### src/design/difl_pkg.sv
package difl_pkg;
  // terminal count and function codes
  localparam int NUM_INPUTS = 5;
  localparam logic [7:0] FUNC_BANK_SEL = 8'h08;
  localparam logic [7:0] FUNC_RAMP_STAGE = 8'h09;
  localparam logic [7:0] FUNC_COAST_STOP = 8'h0B;
  // ramp switch method that enables terminal control
  localparam logic [1:0] RAMP_METHOD_TERMINAL = 2'h0;
  // restart modes after coast stop
  localparam logic RESTART_FROM_ZERO = 1'h0;
  localparam logic RESTART_MATCH_SPEED = 1'h1;
  // restart delay unit: 100 ms per count
  localparam int DELAY_UNIT_MS = 100;
  localparam int CLK_MHZ = 250;
  localparam int DELAY_UNIT_CYCLES = DELAY_UNIT_MS * 1000 * CLK_MHZ;
  // widths
  localparam int TIME_W = 16;
  localparam int FREQ_W = 16;
  localparam int DELAY_W = 8;
  localparam logic [FREQ_W-1:0] FREQ_ZERO = 16'h0000;
  // frequency step applied on each ramp tick
  localparam logic [FREQ_W-1:0] FREQ_STEP = 16'h0001;
  typedef enum logic [1:0] {
    DIFL_STOPPED,
    DIFL_RUNNING,
    DIFL_COASTING,
    DIFL_WAITING
  } difl_state_t;
endpackage

### src/design/difl_drive_input_function_logic.sv
`timescale 1ns/1ps
module difl_drive_input_function_logic #(
  parameter int UNIT_CYCLES = difl_pkg::DELAY_UNIT_CYCLES
) (
  // clock, reset, enable
  input wire logic ref_clk,
  input wire logic rstn,
  input wire logic clk_en,
  // terminal pins
  input wire logic [difl_pkg::NUM_INPUTS-1:0] input_terminal,
  // terminal configuration
  input wire logic [7:0] input1_function_code,
  input wire logic [7:0] input2_function_code,
  input wire logic [7:0] input3_function_code,
  input wire logic [7:0] input4_function_code,
  input wire logic [7:0] input5_function_code,
  input wire logic [difl_pkg::NUM_INPUTS-1:0] input_polarity,
  // run command and frequency target
  input wire logic run_cmd,
  input wire logic [difl_pkg::FREQ_W-1:0] target_freq,
  input wire logic [difl_pkg::FREQ_W-1:0] motor_speed,
  // ramp settings
  input wire logic [difl_pkg::TIME_W-1:0] accel_time_first,
  input wire logic [difl_pkg::TIME_W-1:0] decel_time_first,
  input wire logic [difl_pkg::TIME_W-1:0] accel_time_second,
  input wire logic [difl_pkg::TIME_W-1:0] decel_time_second,
  input wire logic [1:0] ramp_switch_method,
  // coast restart settings
  input wire logic coast_restart_mode,
  input wire logic [difl_pkg::DELAY_W-1:0] coast_restart_delay,
  // outputs
  output logic output_enable,
  output logic [difl_pkg::FREQ_W-1:0] output_freq,
  output logic motor_bank_second,
  output logic ramp_stage_select,
  output logic [difl_pkg::TIME_W-1:0] active_ramp_time,
  output logic coast_active
);

  // function codes gathered for the generate loop
  logic [7:0] func_code [difl_pkg::NUM_INPUTS];
  assign func_code[0] = input1_function_code;
  assign func_code[1] = input2_function_code;
  assign func_code[2] = input3_function_code;
  assign func_code[3] = input4_function_code;
  assign func_code[4] = input5_function_code;

  // two-stage synchroniser on the raw pins
  logic [difl_pkg::NUM_INPUTS-1:0] sync_meta;
  logic [difl_pkg::NUM_INPUTS-1:0] sync_pin;

  // first stage feeds only the second stage
  always_ff @(posedge ref_clk or negedge rstn) begin
    if (!rstn) begin
      sync_meta <= '0;
      sync_pin <= '0;
    end else if (clk_en) begin
      sync_meta <= input_terminal;
      sync_pin <= sync_meta;
    end
  end

  // fill flags: the pin stages hold reset zeros for two edges
  logic [1:0] sync_fill;
  logic sync_ok;
  assign sync_ok = sync_fill[1];

  // zeros read as active on inverted terminals, so every function
  // stays masked until real pin levels reach the second stage
  always_ff @(posedge ref_clk or negedge rstn) begin
    if (!rstn) begin
      sync_fill <= 2'h0;
    end else if (clk_en) begin
      sync_fill <= {sync_fill[0], 1'b1};
    end
  end

  // active level per terminal after polarity
  logic [difl_pkg::NUM_INPUTS-1:0] term_active;
  logic [difl_pkg::NUM_INPUTS-1:0] hit_bank;
  logic [difl_pkg::NUM_INPUTS-1:0] hit_ramp;
  logic [difl_pkg::NUM_INPUTS-1:0] hit_coast;

  // decode of one terminal against one function
  function automatic logic func_hit(input logic [7:0] code,
                                    input logic [7:0] want,
                                    input logic act);
    func_hit = act && (code == want);
  endfunction

  // each terminal may carry any function
  genvar gi;
  generate
    for (gi = 0; gi < difl_pkg::NUM_INPUTS; gi++) begin : g_term
      // polarity high inverts to normally closed
      // masked until the synchroniser holds real pin levels
      assign term_active[gi] = sync_ok &&
          (sync_pin[gi] ^ input_polarity[gi]);
      assign hit_bank[gi] = func_hit(func_code[gi],
          difl_pkg::FUNC_BANK_SEL, term_active[gi]);
      assign hit_ramp[gi] = func_hit(func_code[gi],
          difl_pkg::FUNC_RAMP_STAGE, term_active[gi]);
      assign hit_coast[gi] = func_hit(func_code[gi],
          difl_pkg::FUNC_COAST_STOP, term_active[gi]);
    end
  endgenerate

  // any terminal asserting the function activates it
  logic bank_req;
  logic ramp_req;
  logic coast_req;
  assign bank_req = |hit_bank;
  // terminal ramp control only with method zero
  assign ramp_req = (|hit_ramp) &&
      (ramp_switch_method == difl_pkg::RAMP_METHOD_TERMINAL);
  assign coast_req = |hit_coast;

  // main control state
  // state type lives in the package
  difl_pkg::difl_state_t state;
  logic [difl_pkg::DELAY_W-1:0] delay_count;
  logic [31:0] unit_count;
  logic delay_done;
  assign delay_done = (delay_count == '0) &&
      (unit_count == 32'h0000_0000);

  // sequence: run, coast, wait, resume
  always_ff @(posedge ref_clk or negedge rstn) begin
    if (!rstn) begin
      state <= difl_pkg::DIFL_STOPPED;
    end else if (clk_en) begin
      unique case (state)
        difl_pkg::DIFL_STOPPED: begin
          // no start until the pin levels are known
          if (sync_ok && run_cmd && !coast_req) begin
            state <= difl_pkg::DIFL_RUNNING;
          end
        end
        difl_pkg::DIFL_RUNNING: begin
          // coast wins over a stop request in the same cycle
          if (coast_req) begin
            state <= difl_pkg::DIFL_COASTING;
          end else if (!run_cmd && output_freq == difl_pkg::FREQ_ZERO) begin
            state <= difl_pkg::DIFL_STOPPED;
          end
        end
        difl_pkg::DIFL_COASTING: begin
          if (!coast_req) begin
            // resume only with run still held
            if (!run_cmd) begin
              state <= difl_pkg::DIFL_STOPPED;
            end else if (coast_restart_delay == '0) begin
              state <= difl_pkg::DIFL_RUNNING;
            end else begin
              state <= difl_pkg::DIFL_WAITING;
            end
          end
        end
        difl_pkg::DIFL_WAITING: begin
          // a fresh coast restarts the whole sequence
          if (coast_req) begin
            state <= difl_pkg::DIFL_COASTING;
          end else if (!run_cmd) begin
            state <= difl_pkg::DIFL_STOPPED;
          end else if (delay_done) begin
            state <= difl_pkg::DIFL_RUNNING;
          end
        end
      endcase
    end
  end

  // restart delay counter, in delay units
  always_ff @(posedge ref_clk or negedge rstn) begin
    if (!rstn) begin
      delay_count <= '0;
      unit_count <= 32'h0000_0000;
    end else if (clk_en) begin
      if (state != difl_pkg::DIFL_WAITING) begin
        // preload so the full delay elapses in waiting
        // a zero delay never enters waiting, so the wrap is harmless
        delay_count <= coast_restart_delay - 8'h01;
        unit_count <= 32'(UNIT_CYCLES - 1);
      end else if (unit_count != 32'h0000_0000) begin
        unit_count <= unit_count - 32'h0000_0001;
      end else if (delay_count != '0) begin
        delay_count <= delay_count - 8'h01;
        unit_count <= 32'(UNIT_CYCLES - 1);
      end
    end
  end

  // bank select latched only while stopped
  always_ff @(posedge ref_clk or negedge rstn) begin
    if (!rstn) begin
      motor_bank_second <= 1'b0;
    end else if (clk_en) begin
      if (state == difl_pkg::DIFL_STOPPED) begin
        // high means second bank, low main bank
        motor_bank_second <= bank_req;
      end else begin
        // any other state keeps the bank in use
        motor_bank_second <= motor_bank_second;
      end
    end
  end

  // ramp stage follows terminal at once, even mid-ramp
  // no hold-off here, unlike the bank select
  always_ff @(posedge ref_clk or negedge rstn) begin
    if (!rstn) begin
      ramp_stage_select <= 1'b0;
    end else if (clk_en) begin
      ramp_stage_select <= ramp_req;
    end
  end

  // ramp direction and chosen time
  logic ramp_target_en;
  logic [difl_pkg::FREQ_W-1:0] ramp_goal;
  logic accelerating;
  logic [difl_pkg::TIME_W-1:0] next_ramp_time;
  assign ramp_target_en = (state == difl_pkg::DIFL_RUNNING) && run_cmd;
  assign ramp_goal = ramp_target_en ? target_freq : difl_pkg::FREQ_ZERO;
  assign accelerating = ramp_goal > output_freq;

  // time selection by stage and direction
  always_comb begin
    if (ramp_stage_select) begin
      next_ramp_time = accelerating ? accel_time_second
                                    : decel_time_second;
    end else begin
      next_ramp_time = accelerating ? accel_time_first
                                    : decel_time_first;
    end
  end

  // ramp tick prescaler; period set by ramp time
  logic [difl_pkg::TIME_W-1:0] tick_count;
  logic ramp_tick;
  assign ramp_tick = (tick_count >= active_ramp_time);

  // prescaler counts cycles between frequency steps
  always_ff @(posedge ref_clk or negedge rstn) begin
    if (!rstn) begin
      tick_count <= '0;
      active_ramp_time <= '0;
    end else if (clk_en) begin
      // new time applies to the next step, mid-ramp
      active_ramp_time <= next_ramp_time;
      // a shorter time takes hold on the very next compare
      tick_count <= ramp_tick ? '0 : tick_count + 16'h0001;
    end
  end

  // output frequency and enable
  always_ff @(posedge ref_clk or negedge rstn) begin
    if (!rstn) begin
      output_freq <= difl_pkg::FREQ_ZERO;
      output_enable <= 1'b0;
      coast_active <= 1'b0;
    end else if (clk_en) begin
      // flag mirrors the coast state, not the pin
      coast_active <= (state == difl_pkg::DIFL_COASTING);
      unique case (state)
        difl_pkg::DIFL_STOPPED: begin
          // stopped always means off at zero
          output_enable <= 1'b0;
          output_freq <= difl_pkg::FREQ_ZERO;
        end
        difl_pkg::DIFL_COASTING, difl_pkg::DIFL_WAITING: begin
          // output off, motor coasts
          output_enable <= 1'b0;
          // restart point prepared for the resume
          output_freq <= (coast_restart_mode ==
              difl_pkg::RESTART_MATCH_SPEED) ? motor_speed
              : difl_pkg::FREQ_ZERO;
        end
        difl_pkg::DIFL_RUNNING: begin
          output_enable <= 1'b1;
          // one step per tick toward the goal; none once reached
          if (ramp_tick) begin
            if (accelerating) begin
              output_freq <= output_freq + difl_pkg::FREQ_STEP;
            end else if (ramp_goal < output_freq) begin
              output_freq <= output_freq - difl_pkg::FREQ_STEP;
            end
          end
        end
      endcase
    end
  end

endmodule

### config.mk
export PLATFORM = sky130hd
export DESIGN_NAME = difl_drive_input_function_logic
export DESIGN_NICKNAME = d
export VERILOG_FILES = /design/src/design/difl_pkg.sv /design/src/design/difl_drive_input_function_logic.sv
export SDC_FILE = /design/constraint.sdc
export NUM_CORES = 1
export LEC_CHECK = 0
export BUFFER_PORTS_ARGS = -buffer_cell sky130_fd_sc_hd__buf_2
export CAP_MARGIN = 10
export CORE_MARGIN = 2
export CORE_UTILIZATION = 45
export CTS_CLUSTER_SIZE = 8
export DETAILED_ROUTE_END_ITERATION = 10
export HOLD_SLACK_MARGIN = 0.08
export PLACE_DENSITY = 0.7
export SLEW_MARGIN = 40
export SYNTH_ARGS = -nofsm -noshare
export SYNTH_HDL_FRONTEND = slang
export SYNTH_SLANG_ARGS = --single-unit
### constraint.sdc
create_clock -name ref_clk -period 5.96 [get_ports ref_clk]
set_clock_uncertainty 0.1 [all_clocks]
set_input_delay 0.596 -clock ref_clk [delete_from_list [all_inputs] [get_ports ref_clk]]
set_output_delay 0.596 -clock ref_clk [all_outputs]
set_load 0.01 [all_outputs]
# Word-level counts from Yosys, hierarchy flattened

Cells that the tools add are included.

Add/sub/neg operators: 6
Shift operators: 0
Equality and inequality tests: 26
Muxes and demuxes: 27
Div/mod/pow operators: 0
Reductions and logical operators: 48
Bitwise operators: 5
$lt $le $gt $ge: 3
$mul: 0

Operators with widths:

| kind                                                                 | number |
|---|---|
| 16-bit 2-to-1 mux                                                    | 9 |
| 8-bit by 4-bit == test with 1-bit output, second input constant      | 15 |
| 32-bit 2-to-1 mux                                                    | 3 |
| 16-bit one-hot mux with 3 select lines                               | 1 |
| 16-bit by 1-bit adder with 16-bit output, second input constant      | 2 |
| 32-bit logical NOT                                                   | 1 |
| 32-bit nonzero test                                                  | 1 |
| 32-bit by 1-bit subtractor with 32-bit output, second input constant | 1 |
| 1-bit logical AND                                                    | 26 |
| 8-bit 2-to-1 mux                                                     | 3 |
| 2-bit 2-to-1 mux                                                     | 9 |
| 16-bit >= comparator                                                 | 1 |
| 16-bit > comparator                                                  | 1 |
| 16-bit logical NOT                                                   | 1 |
| 8-bit logical NOT                                                    | 2 |
| 16-bit less-than comparator                                          | 1 |
| 16-bit by 1-bit subtractor with 16-bit output, second input constant | 1 |
| 8-bit by 1-bit subtractor with 8-bit output, second input constant   | 2 |
| 5-bit OR reduction                                                   | 3 |
| 2-bit != test, second input constant                                 | 5 |
| 2-bit one-hot mux with 4 select lines                                | 1 |
| 8-bit nonzero test                                                   | 1 |
| 3-bit AND reduction                                                  | 2 |
| 5-bit AND reduction                                                  | 1 |
| other kinds (14)                                                     | 22 |

Memories kept: 0
Bits in latches: 0
Input port bits: 161
Output and inout bits: 36
RAM bits: 0
Bits in read-only memories: 0
Register bits after elaboration: 106

# Logic depth before layout (Yosys ltp)

Depth after elaboration: 8
Gate-level depth with buffers: 21
Mapped depth without buffers: 18

# Worst setup path after synthesis

OpenSTA, ideal clock, no wires.

Path type: register to register
From: register state[0]
To: register output_freq[15] (netlist bit)
Library setup time: 0.131 ns
Arrival time: 5.091 ns
Period minus slack after synthesis: 5.322 ns
Path slack: 0.638 ns
Stages on the path, launching flop included: 22
Data required time: 5.729 ns
Cell sequence: dfrtp_1 nor2b_1 clkbuf_1 clkbuf_1 and3_1 ha_1 a21oi_1 o21a_1 nor3_1 nor4b_1 nor2_4 buf_4 inv_1 ha_1 a211o_1 a211oi_1 o21ai_0 nand3_1 a31oi_1 o21a_1 o21ai_0 or3b_1

Word-level cells in the longest chain between the ends: 7
Elaborated cells between the ends (all ways): 15
Classes of those cells: order compare (2); eq/ne (5); mux (4); reduce/logical (4)

RTL lines:

| what                                     | line                                                                           | source |
|---|---|---|
| from (decl)                              | difl_drive_input_function_logic.sv:120                                         | `difl_pkg::difl_state_t state;` |
| from (signal assigned)                   | difl_drive_input_function_logic.sv:130                                         | `state <= difl_pkg::DIFL_STOPPED;` |
| from (signal assigned)                   | difl_drive_input_function_logic.sv:136                                         | `state <= difl_pkg::DIFL_RUNNING;` |
| from (signal assigned)                   | difl_drive_input_function_logic.sv:142                                         | `state <= difl_pkg::DIFL_COASTING;` |
| 2-bit by 1-bit == test with 1-bit output | difl_drive_input_function_logic.sv:223, difl_drive_input_function_logic.sv:265 |  |
| 1-bit logical AND                        | difl_drive_input_function_logic.sv:223                                         | `assign ramp_target_en = (state == difl_pkg::DIFL_RUNNING) && run_cmd;` |
| 16-bit 2-to-1 mux                        | difl_drive_input_function_logic.sv:224                                         | `assign ramp_goal = ramp_target_en ? target_freq : difl_pkg::FREQ_ZERO;` |
| 16-bit > comparator                      | difl_drive_input_function_logic.sv:225                                         | `assign accelerating = ramp_goal > output_freq;` |
| 16-bit 2-to-1 mux                        | difl_drive_input_function_logic.sv:283                                         | `if (accelerating) begin` |
| 16-bit 2-to-1 mux                        | difl_drive_input_function_logic.sv:282                                         | `if (ramp_tick) begin` |
| 16-bit one-hot mux with 3 select lines   | difl_drive_input_function_logic.sv:265                                         | `unique case (state)` |
| to (signal assigned)                     | difl_drive_input_function_logic.sv:269                                         | `output_freq <= difl_pkg::FREQ_ZERO;` |
| to (signal assigned)                     | difl_drive_input_function_logic.sv:284                                         | `output_freq <= output_freq + difl_pkg::FREQ_STEP;` |
| to (signal assigned)                     | difl_drive_input_function_logic.sv:286                                         | `output_freq <= output_freq - difl_pkg::FREQ_STEP;` |
| to (decl)                                | difl_drive_input_function_logic.sv:33                                          | `output logic [difl_pkg::FREQ_W-1:0] output_freq,` |

Parallel ways exist; a longest one is shown, timed or not. The select of a mux whose other input is x is not followed.
A chain may end at the register's enable or synchronous reset.

# Worst setup path after layout

From: register state[1]
To: register output_freq[15] (netlist bit)

Same word-level chain as after synthesis.

==> flow_summary.toml <==
[layout]
diodes = 0
layout-drive-gt1-share_pct = 26.5
multiInputGateArea_mm2 = 0.00443
fin_area_mm2 = 0.00888
stdcell_count = 1216
n_fill_cell = 1498
nets = 1209
register_area_mm2 = 0.00265
syn_to_final_growth_pct = 19.7

[detailed_routing]
wl_per_cell_um = 16.6
drt_iter0_markers = 436
viasPerCell = 5.60
ant_nets = 0
num_vias = 6805
remaining_drc_errors = 0
drt-total-wl_um = 20100
dr.pass1.iters = 4

[logic_synthesis]
synth.area.top_cells = "dfrtp_1 (36%), ha_1 (8.8%), mux4_2 (4.9%), o21ai_0 (3.8%), nand2_1 (3.5%)"
netlist-cell-type-count = 66
synth-simple-area-share_pct = 22.4
ys_warn_count = 0
avgSynthCellArea_um2 = 9.06
yosysTopAreaCellShare_pct = 35.8
synth_seq_cells = 106
synth_nets = 1032
muxShareOfSynthArea_pct = 8.20
synthMostInstantiatedCell = "dfrtp_1"
synth_commonest_cells = "dfrtp_1 (106), nand2_1 (70), nor2_1 (63), o21ai_0 (56), ha_1 (52)"
synth_fa_ha_area_share_pct = 9.05
seq_area_frac_synth_pct = 35.8
synth_edf_count = 0
async_reset_ff_share_pct = 100
synth_xor_area_share_pct = 4.73
synth_area_mm2 = 0.00741
synthFlopType = "dfrtp_1"
synth_largest_area_cell = "dfrtp_1"
synth_cells = 818
synth-compound-area-share_pct = 15.4
synth_top_family_by_area = "simple AND/OR/NAND/NOR gates"

[timing]
slew_viol_final = 0
rsz0062_at_grt = "false"
tightest_slew_ns = 0.735
max-slew-margin-rel_pct = 50.3
fin_crit_sh_pct = 87.6
fin_setup_tns_ns = 0
setup_viol = 0
period_needed_ns = 5.22
fmax_mhz = 192
hold_violations = 0

[min_path]
worstHoldPathType = "in2async"

[cts]
cts_tree = "done"
clkLatencyLatePin_ns = 0.36
cts_setup_buffers = 0
cts.repair.resized = 0
path_clk_slew_ns = 0.08
cts.root.buffer_cell = "clkbuf_16"
clock_path_buffers = 2
clock_sinks = 106
cts_buffers = 9
holdBufCountCts = 0
cts-htree-levels = 3

[pwr]
comb_power_share_pct = 50.6
seqPwrFrac_pct = 30.6
ir_worst_vdd_uv = 210
p_switching_w = 0.00143
p_total_w = 0.00335
clockPowerShare_pct = 18.8
netSwitchingFraction_pct = 42.7
power.density_mw_per_mm2 = 378
p_int_w = 0.00192
p_leak_nw = 4.05

[place]
placed_cells = 1200
hpwlAfterDp_um = 15300
dpl_cell_area_mm2 = 0.00857
portBuffers = 196
gp_congestion = 0.895

[worst_setup_path]
critPathRequiredTime_ns = 6.11
start_kind = "register"
crit_fanout = 33
path_class = "reg2reg"
endpoint_kind = "register"
worst_ep_arrival_time_ns = 5.36

[global_route]
grt_pass1_wl_um = 33600
grt_usage_pct = 23.5
grt_max_degree = 56
grt_overflow = 0
grt_pass1_vias = 6772
antenna_found_initial = 0

[floorplanning]
start_util_pct = 46.3
num_rows = 46
core_mm2 = 0.0160
die_w_um = 132
die_h_um = 132
num_io_pins = 197
dieArea_mm2 = 0.0175

[status]
status = "finished, final reports clean"

[job]
cap_viol_max_count = 0
-- registers in the layout (all words and copies together) (netlist names), 5 cells and up --
signal	cells
unit_count	32
active_ramp_time	16
output_freq	16
tick_count	16
delay_count	8
sync_meta	5
sync_pin	5
-- per-layer routing --
layer	GRT usage, %	vias to the layer above	share of wire [%]
met5	0	-	0
met4	7.83	0	1.9
met3	3.92	27	4.9
met2	38.9	175	49
met1	31.4	3247	45
li1	-	3356	-
-- per-stage QoR --
step	hold WS, ns	util, %	worst slack, ns
finish	0.163	55.5	0.741
global route	0.228	55.5	0.354
CTS	0.206	55.5	0.793
detailed placement	0.354	53.5	0.820
global placement	0.352	53.5	0.964
floorplan	0.200	-	0.638
-- critical path, stage by stage (launching register included) --
cell	delay [ns]
dfrtp_1	0.51
nor2b_2	0.15
buf_4	0.31
and3_1	0.21
ha_1	0.23
nor2b_1	0.13
o211ai_1	0.16
a21oi_1	0.09
nor4b_1	0.63
nor2_4	0.07
inv_1	0.45
ha_1	0.35
a211o_1	0.28
a211oi_1	0.33
o21ai_0	0.19
nand3_1	0.10
a31oi_1	0.10
o21a_1	0.21
o21ai_0	0.14
or3b_1	0.35
-- layout by cell type, fill, tap and decap left out, types with 11 or more instances in the layout --
master / n
buf_2: 195
dfrtp_1: 105
nand2_1: 70
nor2_1: 62
o21ai_0: 56
ha_1: 52
a21oi_1: 45
inv_1: 44
nand3_1: 34
nor3_1: 28
xnor2_1: 21
and3_1: 20
xor2_1: 19
nor4_1: 17
mux4_2: 16
or3_1: 15
mux2_2: 14
a21o_1: 12
nand4_1: 12
a221oi_1: 11
-- final timing paths --
kind / startpoint / endpoint / slack, ns / cells past startpoint
max reg2reg: state[1] / output_freq[15] / 0.74 / 19
max in group asynchronous: rstn / ramp_stage_select / 4.43 / 2
min: rstn / output_freq[7] / 0.16 / 1
max: state[1] / output_freq[15] / 0.74 / 19
min reg2reg: sync_fill[0] / sync_fill[0] / 0.38 / 1
min in group ref_clk: ramp_switch_method[0] / ramp_stage_select / 0.35 / 2
-- power by group through the flow --
| stage | sequential, W | combinational (W) | clock, W |
|---|---|---|---|
| floorplan | 0.00102 | 0.00119 | 0 |
| global placement | 0.00104 | 0.00166 | 0 |
| detailed placement | 0.00104 | 0.00169 | 0 |
| CTS | 0.00103 | 0.00169 | 0.000649 |
| global route | 0.00105 | 0.00189 | 0.000677 |
| finish | 0.00103 | 0.00170 | 0.000631 |
-- logic make-up after synthesis --
logic type | Yosys count
compound gates | 180
xor+xnor | 40
simple gates | 317
fa+ha+maj | 53
flops | 106
buf+inv | 83
mux | 39
-- layout make-up --
class / instances / area share (%)
multi-input cells: 629 / 49.9
flip-flops and latches: 106 / 29.9
repair buffers: 204 / 11.8
well taps: 216 / 3.04
clock buffers: 9 / 2.54
inverters: 45 / 1.90
clock inverters: 7 / 0.930
No activity file was read; power rests on OpenSTA's default activity.
